File: config.mk
export PLATFORM = sky130hd
export DESIGN_NAME = act_timing_ctrl
export DESIGN_NICKNAME = d
export VERILOG_FILES = /design/src/act_pkg.sv /design/src/act_timing_ctrl.sv
export SDC_FILE = /design/constraint.sdc
export NUM_CORES = 1
export LEC_CHECK = 0
export BUFFER_PORTS_ARGS = -buffer_cell sky130_fd_sc_hd__buf_2
export CAP_MARGIN = 5
export CORE_MARGIN = 2
export CORE_UTILIZATION = 30
export DETAILED_ROUTE_END_ITERATION = 16
export PLACE_DENSITY_LB_ADDON = 0.25
export SLEW_MARGIN = 15
export SYNTH_ARGS = -nofsm -noshare
export SYNTH_HDL_FRONTEND = slang
export SYNTH_HIERARCHICAL = 1
export SYNTH_SLANG_ARGS = --single-unit
File: constraint.sdc
create_clock -name clk_sys -period 3.1 [get_ports clk_sys]
set_clock_uncertainty 0.15 [all_clocks]
set_input_delay 0.465 -clock clk_sys [delete_from_list [all_inputs] [get_ports clk_sys]]
set_output_delay 0.465 -clock clk_sys [all_outputs]
set_load 0.02 [all_outputs]
File: src/act_pkg.sv
// package for the converter timing control block
package act_pkg;
	// register map (byte addresses, one word each)
	localparam logic [3:0] ACT_ADDR_CTRL3  = 4'h0;
	localparam logic [3:0] ACT_ADDR_TIMING = 4'h4;
	localparam logic [3:0] ACT_ADDR_CTRL5  = 4'h8;
	localparam logic [3:0] ACT_ADDR_STATUS = 4'hC;
	// timing register fields, ctrl3 breakpoint field and reset values
	localparam int ACT_RES_BIT   = 7;
	localparam int ACT_SMP_HI    = 6;
	localparam int ACT_SMP_LO    = 5;
	localparam int ACT_PRS_HI    = 4;
	localparam int ACT_PRS_LO    = 0;
	localparam int ACT_FRZ_HI    = 1;
	localparam int ACT_FRZ_LO    = 0;
	localparam logic [7:0] ACT_TIMING_RST = 8'h05;
	localparam logic [7:0] ACT_CTRL3_RST  = 8'h00;
	// first sample phase and conversion lengths in converter clocks
	localparam logic [4:0] ACT_PHASE1_LEN = 5'h02;
	localparam logic [4:0] ACT_BITS_HI    = 5'h0A;
	localparam logic [4:0] ACT_BITS_LO    = 5'h08;
	// breakpoint behaviour encodings
	localparam logic [1:0] ACT_FRZ_CONT   = 2'h0;
	localparam logic [1:0] ACT_FRZ_FINISH = 2'h2;
	localparam logic [1:0] ACT_FRZ_NOW    = 2'h3;

	typedef enum logic [1:0] {ACT_IDLE, ACT_SAMP1, ACT_SAMP2, ACT_CONV} act_state_t;

	typedef struct packed {
		logic       cyc;
		logic       stb;
		logic       we;
		logic [3:0] sel;
		logic [3:0] adr;
		logic [31:0] dat;
	} act_wb_req_t;

	typedef struct packed {
		logic       sample;
		logic       buffered;
		logic       convert;
		logic       lowRes;
		logic       convClkTick;
		logic       seqDone;
	} act_core_t;
endpackage

File: src/act_timing_ctrl.sv
// converter clock prescaler, sample timing and breakpoint control
`timescale 1ns/1ps
// Summary of operation
// breakpoint 00 continues, 10 finishes conversion then halts, 11 halts immediately.
// any timing register write aborts sequence, starts nothing.
// bit 7 set selects 8-bit results, clear selects 10-bit.
// sampling is two converter clocks buffered, then direct connection.
// bits 6:5 give second sample phase 2, 4, 8 or 16 clocks.
// bits 4:0 divide bus clock by twice (value plus one).
// prescaler resets to 5, bus clock divided by 12.
// software keeps converter clock between 500 kHz and 2 MHz.
// timing register reads and writes allowed at any time.
// breakpoint behaviour lives in bits 1:0 of preceding register, acts on freeze.
// released freeze resumes halted conversion where it stopped.

module act_prescaler
	import act_pkg::*;
#(
	parameter int DIV_W = 5
)
(
	// clock and reset
	input  wire logic             clk_sys,
	input  wire logic             rst,
	// divider setting
	input  wire logic [DIV_W-1:0] divisor,
	// one pulse per converter clock period
	output logic                  tick
);
	typedef struct packed {
		logic [DIV_W-1:0] cnt;
		logic             half;
		logic             tick;
	} act_div_t;

	act_div_t div_r;
	act_div_t div_nxt;
	logic     wrap;

	// >= so a lowered divisor never strands the count above it
	assign wrap = (div_r.cnt >= divisor);

	always_comb begin
		div_nxt = div_r;
		div_nxt.tick = 1'b0;
		if (wrap) begin
			div_nxt.cnt = '0;
			div_nxt.half = !div_r.half;
			// pulse on every second wrap: period is 2*(divisor+1)
			div_nxt.tick = div_r.half;
		end else begin
			div_nxt.cnt = div_r.cnt + DIV_W'(1);
		end
	end

	always_ff @(posedge clk_sys) begin
		if (rst) begin
			div_r <= '0;
		end else begin
			div_r <= div_nxt;
		end
	end

	assign tick = div_r.tick;
endmodule

module act_timing_ctrl
	import act_pkg::*;
#(
	// phase counter width, holds the longest phase
	parameter int CNT_W = 5
)
(
	// clock and reset
	input  wire logic        clk_sys,
	input  wire logic        rst,
	// wishbone slave
	input  wire logic        wbCyc,
	input  wire logic        wbStb,
	input  wire logic        wbWe,
	input  wire logic [3:0]  wbSel,
	input  wire logic [3:0]  wbAdr,
	input  wire logic [31:0] wbDatIn,
	output logic      [31:0] wbDatOut,
	output logic             wbAck,
	// debug freeze from same clock domain
	input  wire logic        freeze,
	// converter core
	output act_core_t        core
);
	// prescaler width follows the register field
	localparam int DIV_W = ACT_PRS_HI - ACT_PRS_LO + 1;
	localparam int REG_W = 8;
	localparam int BUS_W = 32;
	localparam int PAD_W = BUS_W - 4;

	typedef struct packed {
		logic [REG_W-1:0] timing;
		logic [REG_W-1:0] ctrl3;
		act_state_t       state;
		logic [CNT_W-1:0] phaseCnt;
		logic             frozen;
		logic             finishThenHalt;
		logic             done;
		logic             ack;
		logic [BUS_W-1:0] rdat;
	} act_st_t;

	act_st_t          st_r;
	act_st_t          st_nxt;

	// bus decode
	logic             access;
	logic             wrAccess;
	logic             wrTiming;
	logic             wrCtrl3;
	logic             wrStart;
	logic [REG_W-1:0] wrByte;

	// timing fields
	logic [DIV_W-1:0] divisor;
	logic [1:0]       smpSel;
	logic [CNT_W-1:0] phase1Len;
	logic [CNT_W-1:0] phase2Len;
	logic [CNT_W-1:0] convLen;
	logic [CNT_W-1:0] phaseLen;
	logic [CNT_W-1:0] cntStep;
	logic             phaseEnd;

	// freeze and sequencing
	logic [1:0]       frzMode;
	logic             convTick;
	logic             halt;
	logic             run;
	logic             busy;
	logic             sampling;
	logic [BUS_W-1:0] statusWord;
	logic [BUS_W-1:0] rdNxt;

	// ack is registered and blocks one cycle, so a held strobe is taken every second cycle
	assign access   = wbCyc && wbStb && !st_r.ack;
	assign wrAccess = access && wbWe && wbSel[0];
	assign wrTiming = wrAccess && (wbAdr == ACT_ADDR_TIMING);
	assign wrCtrl3  = wrAccess && (wbAdr == ACT_ADDR_CTRL3);
	assign wrStart  = wrAccess && (wbAdr == ACT_ADDR_CTRL5);
	assign wrByte   = wbDatIn[REG_W-1:0];

	assign frzMode   = st_r.ctrl3[ACT_FRZ_HI:ACT_FRZ_LO];
	assign divisor   = st_r.timing[ACT_PRS_HI:ACT_PRS_LO];
	assign smpSel    = st_r.timing[ACT_SMP_HI:ACT_SMP_LO];
	assign phase1Len = CNT_W'(ACT_PHASE1_LEN);
	// second phase: 2 shifted left by the field, so 2, 4, 8 or 16
	assign phase2Len = phase1Len << smpSel;
	assign convLen   = st_r.timing[ACT_RES_BIT] ? CNT_W'(ACT_BITS_LO)
		: CNT_W'(ACT_BITS_HI);
	assign busy      = (st_r.state != ACT_IDLE);
	assign sampling  = (st_r.state == ACT_SAMP1) || (st_r.state == ACT_SAMP2);
	// one shared incrementer for every phase
	assign cntStep   = st_r.phaseCnt + CNT_W'(1);

	// divider runs through freeze so the converter clock stays steady
	act_prescaler #(
		.DIV_W(DIV_W)
	) prescaler (
		.clk_sys(clk_sys),
		.rst(rst),
		.divisor(divisor),
		.tick(convTick)
	);

	// freeze; reserved 01 acts like continue
	always_comb begin
		halt = 1'b0;
		if (freeze) begin
			unique case (frzMode)
				ACT_FRZ_NOW:    halt = 1'b1;
				ACT_FRZ_FINISH: halt = st_r.finishThenHalt;
				default:        halt = 1'b0;
			endcase
		end
		// only the sequence holds its place, count and state kept
		run = convTick && !halt;
	end

	always_comb begin
		unique case (st_r.state)
			ACT_IDLE:  phaseLen = phase1Len;
			ACT_SAMP1: phaseLen = phase1Len;
			ACT_SAMP2: phaseLen = phase2Len;
			ACT_CONV:  phaseLen = convLen;
		endcase
		phaseEnd = (st_r.phaseCnt == phaseLen - CNT_W'(1));
	end

	assign statusWord = {
		PAD_W'(0),
		st_r.frozen,
		busy,
		st_r.state
	};

	always_comb begin
		st_nxt = st_r;
		st_nxt.ack = access;
		st_nxt.done = 1'b0;
		st_nxt.frozen = halt;
		st_nxt.rdat = rdNxt;

		// flag clears once freeze is gone
		if (!freeze) begin
			st_nxt.finishThenHalt = 1'b0;
		end

		unique case (st_r.state)
			ACT_IDLE: begin
				st_nxt.phaseCnt = '0;
				if (wrStart) begin
					st_nxt.state = ACT_SAMP1;
				end
			end

			ACT_SAMP1: begin
				if (run && phaseEnd) begin
					st_nxt.phaseCnt = '0;
					st_nxt.state = ACT_SAMP2;
				end else if (run) begin
					st_nxt.phaseCnt = cntStep;
				end
			end

			ACT_SAMP2: begin
				if (run && phaseEnd) begin
					st_nxt.phaseCnt = '0;
					st_nxt.state = ACT_CONV;
				end else if (run) begin
					st_nxt.phaseCnt = cntStep;
				end
			end

			ACT_CONV: begin
				if (run && phaseEnd) begin
					st_nxt.phaseCnt = '0;
					st_nxt.done = 1'b1;
					st_nxt.state = ACT_IDLE;
					// finished under freeze: hold off until release
					st_nxt.finishThenHalt = freeze;
				end else if (run) begin
					st_nxt.phaseCnt = cntStep;
				end
			end
		endcase

		// register writes; accepted in any state
		if (wrTiming) begin
			st_nxt.timing = wrByte;
		end
		if (wrCtrl3) begin
			st_nxt.ctrl3 = wrByte;
		end

		// abort wins over a start in the same cycle, no stale count left
		if (wrTiming) begin
			st_nxt.state = ACT_IDLE;
			st_nxt.phaseCnt = '0;
			st_nxt.finishThenHalt = 1'b0;
		end
	end

	// unmapped and start addresses read zero
	always_comb begin
		rdNxt = '0;
		unique case (wbAdr)
			ACT_ADDR_CTRL3:  rdNxt = BUS_W'(st_r.ctrl3);
			ACT_ADDR_TIMING: rdNxt = BUS_W'(st_r.timing);
			ACT_ADDR_STATUS: rdNxt = statusWord;
			default:         rdNxt = '0;
		endcase
	end

	always_ff @(posedge clk_sys) begin
		if (rst) begin
			st_r.timing <= ACT_TIMING_RST;
			st_r.ctrl3 <= ACT_CTRL3_RST;
			st_r.state <= ACT_IDLE;
			st_r.phaseCnt <= '0;
			st_r.frozen <= 1'b0;
			st_r.finishThenHalt <= 1'b0;
			st_r.done <= 1'b0;
			st_r.ack <= 1'b0;
			st_r.rdat <= '0;
		end else begin
			st_r <= st_nxt;
		end
	end

	// bus answer
	assign wbAck    = st_r.ack;
	assign wbDatOut = st_r.rdat;

	// sample phases
	assign core.sample      = sampling;
	assign core.buffered    = (st_r.state == ACT_SAMP1);

	// conversion and clocking
	assign core.convert     = (st_r.state == ACT_CONV);
	assign core.lowRes      = st_r.timing[ACT_RES_BIT];
	assign core.convClkTick = convTick;
	assign core.seqDone     = st_r.done;
endmodule

======== Word-level counts from Yosys, hierarchy flattened ========
Index checks and enable logic that the tools add are counted.
operators by class
  add/subtract/negate cells ............... 3
  bitwise operators ....................... 2
  eq/ne operators ......................... 13
  shifts and indexed selects .............. 1
  order comparisons ....................... 1
  mux-type cells .......................... 15
  reductions and logical operators ........ 22
operators by type and width
  kind                   number
  $pmux W7 S4            1
  $pmux W8 S3            1
  $pmux W5 S3            1
  $mux W2                7
  $add A5 B1 Y5 const B  2
  $mux W5                2
  $reduce_or A2 Y1       5
  $logic_and A1 B1 Y1    9
  $eq A2 B2 Y1 const B   4
  $eq A4 B4 Y1 const B   2
  $ne A2 B1 Y1 const B   3
  $eq A5 B5 Y1           1
  $ge A5 B5 Y1           1
  $shl A2 B2 Y5 const A  1
  $sub A5 B1 Y5 const B  1
  $eq A4 B3 Y1 const B   1
  $logic_not A4 Y1       1
  $reduce_and A4 Y1      1
  $logic_not A1 Y1       3
  $eq A2 B1 Y1 const B   1
  $logic_not A2 Y1       1
  $mux W1                2
  $ne A2 B2 Y1 const B   1
  $not A1 Y1             2
  3 further kinds        3
storage, ports and cells
  input port bits ......................... 46
  bits in registers ....................... 66
  output and inout port bits .............. 39

======== Logic depth before layout (Yosys ltp) ========
  depth in word-level cells ............... 8
  gate-level depth with buffers ........... 10

======== Hierarchy ========
The synthesis kept the hierarchy.
modules (own cells, without submodules)
  module           cells an instance  instances  area an instance (um2)  seq. area each (um2)
  act_timing_ctrl  216                1          1,964.4                 700.7
  act_prescaler    43                 1          386.6                   140.1

======== Worst setup path before layout ========
Ideal clock, no wire load.
  kind .................................... flip-flop to flip-flop
  from .................................... register st_r[42] (netlist bit)
  to ...................................... register st_r[41] (netlist bit)
  path buffers ............................ 1
  arrival ................................. 2,399 ps
  cell stages (with the launch flop) ...... 11
  path slack .............................. 432 ps
  period minus slack after synthesis ...... 2,668 ps
  path through ............................ dfxtp_1 > ha_1 > buf_6 > mux2i_1 > nor2_1 > ha_1 > xor2_1 > nand4_1 > nand3b_1 > or2_2 > o221a_1
RTL lines
  item                      RTL line                RTL
  start: declaration        act_timing_ctrl.sv:109  act_st_t st_r;
  start signal: assignment  act_timing_ctrl.sv:292  st_r <= st_nxt;

======== Worst setup path in the final report ========
  from .................................... register st_r[41] (netlist bit)
  to ...................................... register st_r[41] (netlist bit)
on the way
  cells in the longest elaborated chain, start to end .. 8
  elaborated cells between the ends (all ways) .. 15
  those cells by class .................... add/sub: 1; eq/ne: 8; mux: 2; reduce/logical: 4
ends and longest elaborated chain
  item                                                     RTL line                                                                RTL
  $eq A2 B1 Y1 / $logic_not A2 Y1 (equally long branches)  act_timing_ctrl.sv:186, act_timing_ctrl.sv:214
  $reduce_or A2 Y1 (no line)                               --
  $pmux W5 S3                                              act_timing_ctrl.sv:186                                                  unique case (st_r.state)
  $sub A5 B1 Y5                                            act_timing_ctrl.sv:192                                                  phaseEnd = (st_r.phaseCnt == phaseLen - CNT_W'(1));
  $eq A5 B5 Y1                                             act_timing_ctrl.sv:192
  $logic_and A1 B1 Y1                                      act_timing_ctrl.sv:223, act_timing_ctrl.sv:232, act_timing_ctrl.sv:241
  $ne A2 B1 Y1 (no line)                                   --
  $reduce_and A4 Y1 (no line)                              --
Several ways; a longest one is shown, not always the timed one.
A chain may end at the register's enable or synchronous reset.

==> flow_metrics.py <==
metrics = {
    "yosys": {
        "synthTopCellsByCount": "42 x dfxtp_1, 36 x buf_4, 33 x nor2_1",
        "synth_edf_count": 0,
        "yosysUniqueCellTypes": 48,
        "synth_cells": 259,
        "ys_async_sr_fraction_pct": 0,
        "yosys_warnings": 6,
        "synth_area_um2": 2350,
        "yosys.area.top_type_share_pct": 35.8,
        "synth-seq-area-share_pct": 35.8,
        "yosysMostFrequentCell": "dfxtp_1",
        "synth_area_leaders": "dfxtp_1 36%, buf_4 11%, mux2i_1 8.1%",
        "yosys.area.top_type": "dfxtp_1",
        "ys_ff_latch": 42,
        "syn_avg_cell_area_um2": 9.08,
        "synth_ff_type": "dfxtp_1",
    },
    "sta": {
        "rsz0062_at_grt": "false",
        "period_share_pct": 90.4,
        "whs_ns": 0.258,
        "setup_viol": 0,
        "max_freq_mhz": 357,
        "slew_viol_final": 0,
        "worst_pin_slew_ns": 0.757,
        "slew_headroom_pct": 49.1,
        "period_minus_slack_ns": 2.80,
        "timing.final.hold_violations": 0,
        "setup_tns_ns": 0,
    },
    "grt": {
        "antenna_found_initial": 0,
        "grt_max_degree": 26,
        "grt_overflow_total": 0,
        "grt_usage_pct": 11.4,
        "grt_pass1_vias": 1619,
        "grt_first_pass_wirelength_um": 7730,
    },
    "layout": {
        "fill_cells": 808,
        "fin_nets": 340,
        "finalNonFillerCells": 384,
        "syn2layout_area_growth_pct": 7.72,
        "num_antenna_cells": 0,
        "design_area_um2": 2530,
        "drive_gt1_share_pct": 19.5,
    },
    "floorplanning": {
        "die_w_um": 92.5,
        "fp.coreArea_um2": 7650,
        "die_h_um": 92.5,
        "start_util_pct": 30.7,
        "io_pins": 85,
        "num_rows": 32,
        "die_area_um2": 8560,
    },
    "critical_path": {
        "critPathMaxFanout": 8,
        "cp-end-kind": "register",
        "arrival_ns": 2.85,
        "start_kind": "register",
        "worstPathRequired_ns": 3.15,
        "critical_path_class": "register to register",
        "crit_family": "simple AND/OR/NAND/NOR gates",
        "max_stage_delay_ns": 0.34,
        "path_cells": "inv_1 > ha_1 > nor3b_2 > nor2_1 > ha_1 > xor2_1 > nand4_1 > nand3b_1 > or2_2 > o221a_1",
        "critPathBufInv": 1,
        "crit_top_cell": "ha_1",
        "cp_slowest_cell": "dfxtp_1",
    },
    "clocking": {
        "clock_path_buffers": 2,
        "path_clk_slew_ns": 0.09,
        "numCtsBuffers": 5,
        "cts_resized": 0,
        "cts_tree": "done",
        "ctsHoldBuffers": 0,
        "clock_sink_count": 42,
        "postCtsSetupBuffers": 0,
        "clock_latency_ns": 0.30,
        "cts-root-buf": "clkbuf_8",
        "cts.htree.levels": 2,
    },
    "place": {
        "dp.cells": 376,
        "post_dp_cell_area_um2": 2440,
        "io_buffers": 33,
        "gp_congestion": 0.791,
        "dp_hpwl_um": 3520,
    },
    "route": {
        "via_per_inst": 4.44,
        "num_vias": 1704,
        "drc": 0,
        "dr.pass1.iters": 4,
        "drt-total-wl_um": 4600,
        "wire_per_inst_um": 12.0,
        "detail-route-antenna-nets": 0,
        "drt-initial-drc-count": 68,
    },
    "power": {
        "total_power_w": 0.00108,
        "p_switching_w": 0.000317,
        "leakagePower_nw": 1.03,
        "intPower_w": 0.000764,
        "pwr-share-clk_pct": 34.5,
        "max-vdd-ir-drop_v": 0.000141,
        "p_per_area_nw_per_um2": 427,
        "p_sw_share_pct": 29.4,
        "pwr-share-comb_pct": 13.8,
        "p_seq_share_pct": 51.7,
    },
    "worst_hold_path": {
        "hp-class": "input pin to register",
    },
    "run": {
        "drv_cap": 0,
    },
    "status": {
        "outcome": "finished clean",
    },
}
## power groups by stage
stage / Combinational (W) / Clock, W / Sequential (W)
floorplan: 0.000140 / 0 / 0.000571
global placement: 0.000148 / 0 / 0.000572
detailed placement: 0.000149 / 0 / 0.000572
CTS: 0.000149 / 0.000392 / 0.000559
global route: 0.000165 / 0.000414 / 0.000562
finish: 0.000149 / 0.000373 / 0.000559
## flip-flops by register name (all words and copies together) (netlist names)
| signal | count |
|---|---|
| frzMode | 2 |
| st_r | 15 |
| wbDatOut | 8 |
| prescaler/div_r | 6 |
| core | 2 |
| wbAck | 1 |
| smpSel | 2 |
| prescaler/tick | 1 |
| divisor | 5 |
## path summary, 6_finish.rpt
path,cells after the start,slack (ns),start,end
max,10,0.30,st_r[41],st_r[41]
max reg2reg,10,0.30,st_r[41],st_r[41]
min reg2reg,1,0.32,prescaler/div_r[2],prescaler/div_r[2]
min,3,0.26,wbDatIn[5],smpSel[0]
## layout make-up
cell class / instances / area (um2) / share of cell area (%)
multi-input combinational: 186 / 1250 / 49.3
sequential: 42 / 841 / 33.2
timing repair buffer: 35 / 180 / 7.11
tap: 102 / 128 / 5.04
clock buffer: 5 / 68.8 / 2.72
inverter: 11 / 41.3 / 1.63
clock inverter: 3 / 25.0 / 0.988
## per-stage QoR
stage | util [%] | worst slack, ns
2_1_floorplan | - | 0.432
4_1_cts | 33.1 | 0.286
6_report | 33.1 | 0.297
3_3_place_gp | 31.9 | 0.328
3_5_place_dp | 31.9 | 0.314
5_1_grt | 33.1 | 0.0809
## cell families (layout without fill, tap and decap cells)
kind of cell | after synthesis | count (layout) | synth area share, %
buf+inv | 54 | 54 | 14.8
mux | 19 | 19 | 8.09
fa+ha+maj | 13 | 13 | 6.92
compound gates | 31 | 31 | 10.7
xor+xnor | 9 | 9 | 3.35
flops | 42 | 42 | 35.8
simple gates | 90 | 90 | 20.2
other cells | 1 | 24 | 0.160
## worst min-delay path: cells and delay by family
kind / cells / cell delay (ns)
AND/OR/NAND/NOR: 1 / 0.05
AO/OA/AOI/OAI: 1 / 0.05
buffers and inverters: 1 / 0.11
## per-layer routing
metal / part of all wire, % / wire length, um / track usage, %
met1: 49 / 2250 / 15.0
met2: 46 / 2110 / 18.4
met3: 4.8 / 219 / 3.58
met4: 0.54 / 25 / 2.24
met5: 0 / 0 / 0
## placed cells by master (no fill, tap or decap), drive strengths merged, types with 2 or more instances in the layout
cell type / count
nand4: 6
nand2: 23
o22a: 3
buf: 35
clkbuf: 5
nor4: 3
dfxtp: 42
xnor2: 3
or2: 2
nand2b: 2
ha: 13
inv: 12
nand4bb: 2
a21oi: 9
mux2i: 19
a31oi: 2
a21o: 2
conb: 24
nor2: 33
nand3b: 4
o21ai: 4
nand3: 3
xor2: 6
nor3: 4
or3: 3
Power figures use the tool's default switching activity.
